--- src/ccrb_cfg.svh ---
// register map, reset values, field positions and timing constants of the charger command bank
`ifndef CCRB_CFG_SVH
`define CCRB_CFG_SVH

// =========================================================
// bus addressing
`define CCRB_SLAVE_ADDR 7'h09
`define CCRB_CMD_OPT 8'h12
`define CCRB_CMD_CC 8'h14
`define CCRB_CMD_CV 8'h15
`define CCRB_CMD_IC 8'h3F
`define CCRB_CMD_MAKER 8'hFE
`define CCRB_CMD_PART 8'hFF

// =========================================================
// reset values and writable-bit masks
`define CCRB_OPT_RST 16'h7904
`define CCRB_CC_RST 16'h0000
`define CCRB_CV_RST 16'h0000
`define CCRB_IC_RST 16'h1000
`define CCRB_OPT_MASK 16'hFFE7
`define CCRB_CC_MASK 16'h1FC0
`define CCRB_CV_MASK 16'h7FF0
`define CCRB_IC_MASK 16'h1F80

// =========================================================
// option field positions
`define CCRB_OPT_DGL_LONG 15
`define CCRB_OPT_WD_HI 14
`define CCRB_OPT_WD_LO 13
`define CCRB_OPT_LEARN 6
`define CCRB_OPT_INHIBIT 0

// =========================================================
// timing
`define CCRB_CLK_HZ 64'd200000000
`define CCRB_WD1_S 64'd44
`define CCRB_WD2_S 64'd88
`define CCRB_WD3_S 64'd175
`define CCRB_WD1_CYC 36'(`CCRB_WD1_S * `CCRB_CLK_HZ)
`define CCRB_WD2_CYC 36'(`CCRB_WD2_S * `CCRB_CLK_HZ)
`define CCRB_WD3_CYC 36'(`CCRB_WD3_S * `CCRB_CLK_HZ)

`endif

--- src/ccrb_pkg.sv ---
// types shared by the charger command bank
package ccrb_pkg;
    // bus engine phases
    typedef enum logic [2:0] {
        CCRB_IDLE, CCRB_ADDR, CCRB_CMD, CCRB_WLO, CCRB_WHI, CCRB_RLO, CCRB_RHI
    } ccrb_st_t;

    // settings handed to the analog side
    typedef struct packed {
        logic [15:0] opt;  // option word
        logic [15:0] cc;   // charge current word
        logic [15:0] cv;   // charge voltage word
        logic [15:0] ic;   // input current word
    } ccrb_cfg_t;

    // whole module state
    typedef struct packed {
        ccrb_st_t st;
        logic [3:0] bcnt;
        logic [7:0] sh;
        logic [7:0] cmd;
        logic [7:0] lo;
        logic [15:0] rdat;
        logic ackd;
        logic oe;
        ccrb_cfg_t cfg;
        logic [35:0] wd_cnt;
        logic wd_susp;
        logic sw_seen;
        logic cycled;
        logic [4:0] sync_m;  // first stage: scl, sda, supply, detect, depleted
        logic [4:0] sync_s;  // second stage
        logic scl_p;
        logic sda_p;
    } ccrb_state_t;
endpackage

--- src/ccrb_bank.sv ---
// charger command register bank with word-wide serial slave, watchdog and learn control
`timescale 1ns/1ps
`include "ccrb_cfg.svh"

// How it works
// six word registers chosen by command byte
// two identity words fixed, writes ignored
// option register read/write, resets 0x7904
// charge current 7 bits, voltage 11 bits, zero
// input current 6 bits, resets 0x1000
// bit 15 picks long adapter deglitch
// long deglitch only after switch cycled once
// bus works only with supply and detect
// bits 14:13 pick watchdog period
// no setting write in period suspends charge
// setting write after expiry resumes charge
// bits 12:11 pick depletion threshold
// depletion in learn returns to adapter
// bits 10:9 frequency adjust direction/enable
// bits 8:7 high-side short threshold
// setting bit 6 starts battery discharge
// depletion clears bit 6 by itself
// clearing bit 6 stops discharge
// bit 5 selects current monitor source
// bits 2:1 input overcurrent trip level
// bit 0 inhibits charging
// slave only, address 0001001
// setting write restarts watchdog
// bits 4:3 read zero, code 11 dropped
module ccrb_bank #(
    parameter logic [15:0] MAKER_ID = 16'h5A01,  // arbitrary value
    parameter logic [15:0] PART_ID = 16'h00C3,   // arbitrary value
    parameter logic [35:0] WD1_CYC = `CCRB_WD1_CYC,  // shortest watchdog
    parameter logic [35:0] WD2_CYC = `CCRB_WD2_CYC,  // middle watchdog
    parameter logic [35:0] WD3_CYC = `CCRB_WD3_CYC   // longest watchdog
) (
    input wire logic core_clk,  // device clock
    input wire logic rst,  // async reset, high
    input wire logic smb_clk_in,  // bus clock pin level
    input wire logic smb_data_in,  // bus data pin level
    output logic smb_data_out,  // data pin drive value
    output logic smb_data_oe,  // data pin pulled low when high
    input wire logic supply_valid_threshold,  // supply above lockout
    input wire logic adapter_detect_input,  // detect above threshold
    input wire logic battery_depleted,  // depletion comparator
    output ccrb_pkg::ccrb_cfg_t cfg_out,  // stored settings
    output logic adapter_path_switch,  // adapter switch on
    output logic battery_path_switch,  // battery switch on
    output logic deglitch_long_sel,  // long adapter deglitch active
    output logic charge_enable,  // charging permitted
    output logic watchdog_suspended  // charging held by watchdog
);
    import ccrb_pkg::*;

    // =========================================================
    // helpers

    // read decode of the six commands
    function automatic logic [15:0] read_word(input logic [7:0] c, input ccrb_cfg_t g);
        logic [15:0] v;
        v = 16'h0000;
        case (c)
            `CCRB_CMD_OPT: v = g.opt;
            `CCRB_CMD_CC: v = g.cc;
            `CCRB_CMD_CV: v = g.cv;
            `CCRB_CMD_IC: v = g.ic;
            `CCRB_CMD_MAKER: v = MAKER_ID;
            `CCRB_CMD_PART: v = PART_ID;
            default: v = 16'h0000;  // unmapped reads zero
        endcase
        return v;
    endfunction

    // watchdog period from the mode field
    function automatic logic [35:0] wd_limit(input logic [1:0] m);
        logic [35:0] v;
        v = WD3_CYC;
        case (m)
            2'h1: v = WD1_CYC;
            2'h2: v = WD2_CYC;
            default: v = WD3_CYC;
        endcase
        return v;
    endfunction

    // =========================================================
    // state
    ccrb_state_t s_reg;  // registered state
    ccrb_state_t s_next;  // next state
    logic wr_fire;  // write word committed this cycle
    logic bus_en;  // bus communication allowed
    logic scl_rise;  // clock edge seen
    logic scl_fall;  // clock edge seen
    logic start_det;  // start or repeated start
    logic stop_det;  // stop
    logic depl;  // synchronised depletion
    logic [1:0] wd_mode;  // watchdog field
    logic [7:0] txbyte;  // byte being sent

    assign bus_en = s_reg.sync_s[2] & s_reg.sync_s[3];
    assign depl = s_reg.sync_s[4];
    assign scl_rise = s_reg.sync_s[0] & ~s_reg.scl_p;
    assign scl_fall = ~s_reg.sync_s[0] & s_reg.scl_p;
    // data moves while clock high only for start and stop
    assign start_det = s_reg.sync_s[0] & s_reg.scl_p & s_reg.sda_p & ~s_reg.sync_s[1];
    assign stop_det = s_reg.sync_s[0] & s_reg.scl_p & ~s_reg.sda_p & s_reg.sync_s[1];
    assign wd_mode = s_reg.cfg.opt[`CCRB_OPT_WD_HI:`CCRB_OPT_WD_LO];
    assign txbyte = (s_reg.st == CCRB_RLO) ? s_reg.rdat[7:0] : s_reg.rdat[15:8];

    // =========================================================
    // next-state logic
    always_comb begin
        s_next = s_reg;
        wr_fire = 1'b0;
        // two-stage pin synchronisers, edge history from the second stage
        s_next.sync_m = {battery_depleted, adapter_detect_input, supply_valid_threshold,
                         smb_data_in, smb_clk_in};
        s_next.sync_s = s_reg.sync_m;
        s_next.scl_p = s_reg.sync_s[0];
        s_next.sda_p = s_reg.sync_s[1];

        // bus engine
        if (!bus_en) begin
            // disabled bus: silent, no acknowledge
            s_next.st = CCRB_IDLE;
            s_next.oe = 1'b0;
            s_next.bcnt = 4'h0;
        end else if (start_det) begin
            // command byte survives a repeated start for reads
            s_next.st = CCRB_ADDR;
            s_next.bcnt = 4'h0;
            s_next.oe = 1'b0;
        end else if (stop_det) begin
            s_next.st = CCRB_IDLE;
            s_next.oe = 1'b0;
        end else if (s_reg.st == CCRB_RLO || s_reg.st == CCRB_RHI) begin
            // transmit: bits change on falling clock
            if (scl_rise && s_reg.bcnt == 4'h9) begin
                s_next.ackd = ~s_reg.sync_s[1];
            end else if (scl_fall) begin
                if (s_reg.bcnt < 4'h8) begin
                    s_next.oe = ~txbyte[3'(4'h7 - s_reg.bcnt)];
                    s_next.bcnt = s_reg.bcnt + 4'h1;
                end else if (s_reg.bcnt == 4'h8) begin
                    s_next.oe = 1'b0;  // master acknowledge slot
                    s_next.bcnt = 4'h9;
                end else if (s_reg.st == CCRB_RLO && s_reg.ackd) begin
                    s_next.st = CCRB_RHI;
                    s_next.oe = ~s_reg.rdat[15];
                    s_next.bcnt = 4'h1;
                end else begin
                    s_next.st = CCRB_IDLE;  // nack or word done
                    s_next.oe = 1'b0;
                end
            end
        end else if (s_reg.st != CCRB_IDLE) begin
            // receive: sample on rising clock
            if (scl_rise && s_reg.bcnt < 4'h8) begin
                s_next.sh = {s_reg.sh[6:0], s_reg.sync_s[1]};
                s_next.bcnt = s_reg.bcnt + 4'h1;
            end else if (scl_fall && s_reg.bcnt == 4'h8) begin
                // byte complete: decide acknowledge
                s_next.bcnt = 4'h9;
                s_next.oe = 1'b1;
                case (s_reg.st)
                    CCRB_ADDR: begin
                        if (s_reg.sh[7:1] != `CCRB_SLAVE_ADDR) begin
                            s_next.st = CCRB_IDLE;
                            s_next.oe = 1'b0;
                        end
                        s_next.rdat = read_word(s_reg.cmd, s_reg.cfg);
                    end
                    CCRB_CMD: s_next.cmd = s_reg.sh;
                    CCRB_WLO: s_next.lo = s_reg.sh;
                    CCRB_WHI: wr_fire = 1'b1;
                    default: s_next.oe = 1'b0;
                endcase
            end else if (scl_fall && s_reg.bcnt == 4'h9) begin
                // acknowledge slot over
                s_next.oe = 1'b0;
                s_next.bcnt = 4'h0;
                case (s_reg.st)
                    CCRB_ADDR: begin
                        if (s_reg.sh[0]) begin
                            s_next.st = CCRB_RLO;
                            s_next.oe = ~s_reg.rdat[7];
                            s_next.bcnt = 4'h1;
                        end else begin
                            s_next.st = CCRB_CMD;
                        end
                    end
                    CCRB_CMD: s_next.st = CCRB_WLO;
                    CCRB_WLO: s_next.st = CCRB_WHI;
                    default: s_next.st = CCRB_IDLE;  // extra bytes ignored
                endcase
            end
        end

        // learn ends on depletion; a host write below still wins
        if (s_reg.cfg.opt[`CCRB_OPT_LEARN] && depl) begin
            s_next.cfg.opt[`CCRB_OPT_LEARN] = 1'b0;  // see
        end

        // watchdog: counts while enabled, holds at expiry
        if (wd_mode == 2'h0) begin
            s_next.wd_cnt = 36'h0;
        end else if (s_reg.wd_cnt >= wd_limit(wd_mode)) begin
            s_next.wd_susp = 1'b1;
        end else begin
            s_next.wd_cnt = s_reg.wd_cnt + 36'h1;
        end

        // committed write; identity commands fall through unchanged
        if (wr_fire) begin
            case (s_reg.cmd)
                `CCRB_CMD_OPT: s_next.cfg.opt = {s_reg.sh, s_reg.lo} & `CCRB_OPT_MASK;  // see
                `CCRB_CMD_CC: begin
                    s_next.cfg.cc = {s_reg.sh, s_reg.lo} & `CCRB_CC_MASK;
                    s_next.wd_cnt = 36'h0;
                    s_next.wd_susp = 1'b0;
                end
                `CCRB_CMD_CV: begin
                    s_next.cfg.cv = {s_reg.sh, s_reg.lo} & `CCRB_CV_MASK;
                    s_next.wd_cnt = 36'h0;
                    s_next.wd_susp = 1'b0;
                end
                `CCRB_CMD_IC: s_next.cfg.ic = {s_reg.sh, s_reg.lo} & `CCRB_IC_MASK;
                default: s_next.cfg = s_reg.cfg;
            endcase
        end

        // adapter switch history for the deglitch choice
        if (adapter_path_switch) begin
            s_next.sw_seen = 1'b1;
        end else if (s_reg.sw_seen) begin
            s_next.cycled = 1'b1;
        end
    end

    // =========================================================
    // state register
    always_ff @(posedge core_clk or posedge rst) begin
        if (rst) begin
            s_reg <= '0;
            s_reg.st <= CCRB_IDLE;
            s_reg.cfg.opt <= `CCRB_OPT_RST;
            s_reg.cfg.cc <= `CCRB_CC_RST;
            s_reg.cfg.cv <= `CCRB_CV_RST;
            s_reg.cfg.ic <= `CCRB_IC_RST;
            s_reg.scl_p <= 1'b1;
            s_reg.sda_p <= 1'b1;
        end else begin
            s_reg <= s_next;
        end
    end

    // =========================================================
    // outputs, all decoded from registered state
    assign smb_data_out = 1'b0;  // open drain: only ever pulls low
    assign smb_data_oe = s_reg.oe;
    // see see see see
    assign cfg_out = s_reg.cfg;  // fields feed the analog side as stored
    // learn hands the system to the battery; otherwise adapter when present
    assign battery_path_switch = s_reg.cfg.opt[`CCRB_OPT_LEARN] | ~s_reg.sync_s[3];
    assign adapter_path_switch = ~battery_path_switch;
    assign deglitch_long_sel = s_reg.cfg.opt[`CCRB_OPT_DGL_LONG] & s_reg.cycled;
    assign charge_enable = ~s_reg.cfg.opt[`CCRB_OPT_INHIBIT] & ~s_reg.wd_susp;
    assign watchdog_suspended = s_reg.wd_susp;
endmodule

--- config.mk ---
export PLATFORM = sky130hd
export DESIGN_NAME = ccrb_bank
export DESIGN_NICKNAME = d
export VERILOG_FILES = /design/src/ccrb_pkg.sv /design/src/ccrb_bank.sv
export VERILOG_INCLUDE_DIRS = /design/src
export SDC_FILE = /design/constraint.sdc
export NUM_CORES = 1
export LEC_CHECK = 0
export BUFFER_PORTS_ARGS = -buffer_cell sky130_fd_sc_hd__buf_2
export CELL_PAD_IN_SITES_DETAIL_PLACEMENT = 1
export CELL_PAD_IN_SITES_GLOBAL_PLACEMENT = 2
export CORE_MARGIN = 1
export CORE_UTILIZATION = 42
export DETAILED_ROUTE_END_ITERATION = 6
export GPL_ROUTABILITY_DRIVEN = 1
export PLACE_DENSITY_LB_ADDON = 0.05
export SLEW_MARGIN = 25
export SYNTH_ARGS = -nofsm -noshare
export SYNTH_HDL_FRONTEND = slang
export SYNTH_SLANG_ARGS = --single-unit
--- constraint.sdc ---
create_clock -name core_clk -period 8.9 [get_ports core_clk]
set_input_delay 1.335 -clock core_clk [delete_from_list [all_inputs] [get_ports core_clk]]
set_output_delay 1.335 -clock core_clk [all_outputs]
set_load 0.01 [all_outputs]
==> metrics.txt, run 1 <==
GPL Wtd Cong 0.895; Post-Synth XOR/XNOR Area 0.00906; leakage 3.78 nW; Setup Fix Bufs, Post-CTS 0; sequential area share after synthesis 0.445; leading cell types by count after synthesis 128 x dfrtp_1, 65 x buf_4, 50 x nand2_1; outcome complete, no violations; area delta synth->final 8.54%; CTS tree built; Pint 1.01 mW; post-synth top area cell dfrtp_1; DRC 0; total routed wirelength 20,800 µm; post-synthesis cell count 740; Worst Tran Pin Value 1010 ps; Gates resized, CTS repair 0; Antenna Nets Post-Route 0; Clock Tree Root clkbuf_16; Critical Path Sink Type flop; Netlist Area Pre-Place 7730 µm²; fin crit period 3860 ps; Arr. time, crit path 4200 ps; final setup fails 0; initial antenna violation count 0; Worst setup SP type flop; die area 19,000 µm²; main combinational cell family by area after synthesis simple AND/OR/NAND/NOR gates; final period utilization 0.433; distinct cell type count after synthesis 67; synthesized flop and latch total 137; Clock Pin Slew Worst Setup and Hold Paths 60 ps; Async SR Flop Fraction 1.00; mux cell area share after synthesis 0.114; number of global-route vias before repair 5,794; Yosys warnings 0; main area contributors after synthesis dfrtp_1 41%, mux2_2 6.7%, buf_4 6.3%; Max Slew Vio Count 0; Flop pwr share 0.460; Reg2Reg Setup Slack 5040 ps; width of the die 138 µm; CTS Buf Count 17; DR vias 5,760; RSZ-0062 raised after global routing false; Hold-fix buffers, CTS 0; Req. time, crit path 9240 ps; final setup TNS 0 ps; drt pass-1 iters 5; maximum VDD drop 0.000128 V; Clk Latency, worst-skew pair 430 ps; EDFF count, synth 0; # H-tree levels 4; Die Height 138 µm; Hold Path Class flop to flop; I/O Pins 78; Final Skew 12.1 ps; Clk pwr share 0.518; Core Rows 49; final core utilization 0.466; Synth Area in Compound Gates 0.127; global-route wire length before repair 32,600 µm; Fin. Hold Viols 0; Net Sw Frac 0.261; CTS Buffer Depth 2; Power, Total 1.37 mW; Avg Cell Area, Syn 10.5 µm²; GRT Util Overall 0.230; simple-gate portion of the synthesized area 0.165; Detail Placement HPWL 14,700 µm; DRT iter0 DRCs 330; Vias per Instance 5.85; Synth Flop Type dfrtp_1; layout cells sized above 1 0.216; Gate power share 0.021; switching power 0.357 mW; top cell type's share of synthesized area 0.414; Cell Pwr Density 163 nW/µm²; total inserted antenna cells 0; Total Nets Final 779; CP Class flop to flop; largest net degree at the start of global routing 76; IO buf count 50; grt ovf 0; clock net sink count 137; Post-Synth Adder-Cell Area 0.0469; Crit Path Max Fanout 40; Worst Setup SP cfg_out[61]$_DFFE_PP1P_; Max Cap Viol 0; initial core utilization 0.429; Slew HR 0.324; Fmax 259 MHz; core area 18,000 µm²; Largest register FFs 89; Worst R2R Start cfg_out[61]$_DFFE_PP1P_; most common cell in the netlist dfrtp_1; routed len/inst 21.1 µm; hold_sp s_next[5]$_DFF_PP0_
-- final timing paths --
kind,endpoint,depth (start not counted)
min reg2reg,s_reg[5]$_DFF_PP0_,0
max reg2reg,s_reg[18]$_DFF_PP0_,9
max in group asynchronous,s_reg[162]$_DFFE_PP0P_,3
min in group asynchronous,s_reg[23]$_DFF_PP0_,2
min,s_reg[5]$_DFF_PP0_,0
max,s_reg[18]$_DFF_PP0_,9
-- cell type report --
class | count | area, µm²
clock inverters | 15 | 174
repair buffers | 56 | 297
well taps | 229 | 287
clock buffers | 17 | 425
flip-flops and latches | 137 | 3440
multi-input cells | 511 | 3690
inverters | 20 | 80.1
fillers | 2000 | 9630
-- cells in the final DEF (no fill, tap or decap), types with 8 or more instances in the layout --
master,instances
dfrtp_1,128
nand2_1,50
buf_2,50
mux2_2,46
a21oi_1,39
nor2_1,35
nand3_1,29
ha_1,29
conb_1,27
or4_1,22
inv_1,19
mux2_1,19
o31ai_1,19
nand4_1,18
o21ai_0,18
clkbuf_16,17
and2_1,11
nor4_1,10
dfstp_2,9
nand2b_1,8
a21o_1,8
-- layer usage --
layer  vias up  GRT usage  part of all wire
li1       2667          -                 -
met1      2951      0.318              0.48
met2       120      0.362              0.47
met3        22     0.0471             0.037
met4         0     0.0682             0.016
met5         -          0                 0
-- kinds of logic (layout without fill, tap and decap cells) --
family | count (synthesis) | count (layout)
flip-flops | 137 | 137
AND/OR/NAND/NOR | 229 | 229
buffers and inverters | 118 | 108
other | 1 | 27
adder cells (fa/ha/maj) | 29 | 29
AO/OA/AOI/OAI | 144 | 144
multiplexers | 74 | 74
XOR/XNOR | 8 | 8
-- through the flow --
step	hold slack, ps	setup WS, ps	std cells	cell area, µm²
after floorplan	331	3910	766	7830
after global placement	334	5240	952	7780
after detailed placement	336	5030	952	7780
after CTS	352	5030	984	8380
after global routing	359	4740	985	8390
final	350	5040	985	8390
-- critical path: stages (launching register included) --
cell	delay, ps
dfstp_2	560
inv_1	70
ha_1	410
ha_1	340
a211o_1	310
a221o_1	400
a221oi_4	380
nand2_2	460
or4_1	640
a21oi_1	170
-- power by group through the flow --
| stage | combinational, mW | sequential, mW | clock (mW) |
|---|---|---|---|
| CTS | 0.0299 | 0.630 | 0.725 |
| detailed placement | 0.0297 | 0.641 | 0 |
| global placement | 0.0291 | 0.642 | 0 |
| global route | 0.0343 | 0.630 | 0.755 |
| finish | 0.0292 | 0.630 | 0.709 |
| floorplan | 0.0304 | 0.639 | 0 |
Power figures use the tool's default switching activity.
==> run 2, diff against run 1 <==
- ABC_AREA: not set -> 1
- CORE_UTILIZATION: 42 -> 32
- clock period: 8.9 -> 3.1 ns (I/O delays scaled with it)
==> metrics.txt, run 2 <==
outcome complete, no violations; # H-tree levels 4 (unchanged); Final Skew 13.6 ps (+1.50 ps); Clock Tree Root clkbuf_16; DP Worst Slack -18.8 ps (-5050 ps); post-synth top area cell dfrtp_1; Crit Path Max Fanout 42 (+5.0%); drt pass-1 iters 5 (unchanged); global-route wire length before repair 43,200 µm (+32%); crit path cell chain inv_1 > ha_1 > buf_4 > ha_1 > nand2_1 > nor2_1 > nand3_1 > nor2_1 > nand3_4 > nand3_4 > clkinv_8 > nand2_1 > o21ai_1 > nor2_1; Async SR Flop Fraction 1.00 (unchanged); initial core utilization 0.325 (-0.104); IO buf count 50 (unchanged); Largest register FFs 89 (unchanged); most frequent CP cell nor2_1; Fmax 351 MHz (+35%); core area 26,000 µm² (+44%); Max Slew Vio Count 0 (unchanged); Die Height 164 µm (+19%); width of the die 164 µm (+19%); Cell Pwr Density 449 nW/µm² (+180%); I/O Pins 78 (unchanged); Filler Cell Count 3,261 (+63%); sequential area share after synthesis 0.408 (-0.0371); Reg2Reg Setup Slack 250 ps (-4790 ps); Power, Total 4.21 mW (+210%); routed len/inst 18.4 µm (-13%); most common cell in the netlist nand2_1; GRT Util Overall 0.216 (-0.0145); CP max stage delay 570 ps (-70 ps); area delta synth->final 11.2%; CTS Buffer Depth 2 (unchanged); CP bufs+invs 3 (+2); EDFF count, synth 0 (unchanged); post-synthesis cell count 1,130 (+53%); Worst setup SP type flop; commonest non-fill, non-tap cells in the layout 288 x nand2_1, 137 x nor2_1, 128 x dfrtp_1, 122 x inv_1, 58 x o21ai_0; fin area 9380 µm² (+12%); final setup fails 0 (unchanged); Total Nets Final 1,189 (+53%); DRC 0 (unchanged); die area 27,000 µm² (+43%); grt peak-use layer met1; RSZ-0062 raised after global routing false; dpl cell area 8700 µm² (+12%); Clk Latency, worst-skew pair 440 ps (about the same); Req. time, crit path 3460 ps (-5780 ps); Worst path slowest cell dfstp_2; DRT iter0 DRCs 460 (+39%); Core Rows 59 (+20%); maximum VDD drop 0.000249 V (+94%); Detail Placement HPWL 21,200 µm (+44%); main area contributors after synthesis dfrtp_1 38%, nand2_1 13%, buf_4 6.2%; total inserted antenna cells 0 (unchanged); fin crit period 2850 ps (-1010 ps); CP Class flop to flop; Hold Path Class input pin to asynchronous set/reset pin; distinct cell type count after synthesis 46 (-31%); leakage 4.49 nW (+19%); commonest non-fill, non-tap cell in the layout nand2_1; Arr. time, crit path 3210 ps (-990 ps); top cell type's share of synthesized area 0.380 (-0.0346); clock net sink count 137 (unchanged); number of global-route vias before repair 7,210 (+24%); Clock Pin Slew Worst Setup and Hold Paths 70 ps (about the same); Netlist Area Pre-Place 8440 µm² (+9.1%); Slew HR 0.495 (+0.171); DR vias 7,214 (+25%); Antenna Nets Post-Route 0 (unchanged); met1 GRT Util 0.338 (+0.0202); CTS tree built; Synth Flop Type dfrtp_1; Worst Tran Pin Value 756 ps (-254 ps); grt ovf 0 (unchanged); Avg Cell Area, Syn 7.47 µm² (-29%); initial antenna violation count 0 (unchanged); Vias per Instance 4.81 (-18%); Critical Path Sink Type flop; leading cell types by count after synthesis 288 x nand2_1, 137 x nor2_1, 128 x dfrtp_1; met2 Use GR 0.305 (-0.0575); GRT met3 Usage 0.0379 (-0.00917); Max Cap Viol 0 (unchanged); synthesized flop and latch total 137 (unchanged); GPL Wtd Cong 0.782 (-13%); final period utilization 0.918 (+0.485); largest net degree at the start of global routing 43 (-43%); critical path's top delay family simple AND/OR/NAND/NOR gates; Fin. Hold Viols 0 (unchanged); total routed wirelength 27,600 µm (+33%); Setup WS post-layout 254 ps (-4790 ps); CTS Buf Count 17 (unchanged); layout cells sized above 1 0.132 (-0.0835); Yosys warnings 0 (unchanged)
[run 2: cell types whose count changed after synthesis, moves of 20 or more]
cell      delta
mux2_2      -46
or4_1       -22
clkbuf_1    -20
nand2_1    +238
inv_1      +104
o21ai_0     +40
o21ai_1     +38
nor2_1     +102
[run 2: repair_timing]
item	in CTS	in global routing
hold buffers	0	0
endpoints found under the hold margin	0	0
setup endpoints to repair	19	31
gates resized for setup	1	6
buffers inserted	0	0
[run 2: layout make-up]
class | instances | area [µm²] | area share
inverter | 140 | 542 | 0.0577
timing repair buffer | 66 | 387 | 0.0412
clock buffer | 17 | 425 | 0.0453
tap | 335 | 419 | 0.0447
multi-input combinational | 791 | 3940 | 0.420
clock inverter | 15 | 233 | 0.0248
sequential | 137 | 3440 | 0.367
[run 2: logic make-up after synthesis]
family                   Yosys count  share of synthesized area
AND/OR/NAND/NOR                  530                      0.268
buffers and inverters            228                      0.139
AO/OA/AOI/OAI                    181                      0.117
flip-flops                       137                      0.408
adder cells (fa/ha/maj)           29                     0.0430
XOR/XNOR                          22                     0.0228
multiplexers                       2                    0.00237
other                              1                   0.000444
[run 2: final timing paths]
path,endpoint,depth (start not counted),from
setup / recovery,s_reg[28]$_DFF_PP0_,14,cfg_out[62]$_DFFE_PP1P_
hold / removal,s_reg[30]$_DFF_PP0_,2,rst
setup reg to reg,s_reg[28]$_DFF_PP0_,14,cfg_out[62]$_DFFE_PP1P_
hold reg to reg,s_next[0]$_DFF_PP0_,0,s_next[3]$_DFF_PP0_
max in group asynchronous,s_reg[46]$_DFF_PP0_,4,rst
min in group core_clk,s_next[3]$_DFF_PP0_,1,smb_data_in
[run 2: power by group]
group	internal [mW]	switching, mW	total, mW
Clock	1.33	0.993	2.32
Combinational	0.0156	0.0755	0.0911
Sequential	1.80	0.00520	1.80
Total	3.14	1.07	4.21
[run 2: worst register-to-register path, stage by stage, from the launching register on]
cell and delay [ps]:
dfstp_2 570, inv_1 100, ha_1 230, buf_4 150, ha_1 280, nand2_1 100
nor2_1 170, nand3_1 100, nor2_1 200, nand3_4 150, nand3_4 220, clkinv_8 190
nand2_1 130, o21ai_1 60, nor2_1 120
[run 2: metal layers]
metal,up-vias,wire length [µm]
met5,-,0
met4,0,177
met3,15,1070
met2,118,11300
met1,3515,15000
li1,3566,-
[run 2: metrics by stage]
step / TNS (ps) / util / hold WS, ps / std cells
2_1_floorplan: 0 / - / 331 / 1156
3_3_place_gp: 0 / 0.335 / 333 / 1469
3_5_place_dp: -28.7 / 0.335 / 336 / 1469
4_1_cts: 0 / 0.360 / 111 / 1501
5_1_grt: 0 / 0.361 / 115 / 1501
6_report: 0 / 0.361 / 94.7 / 1501
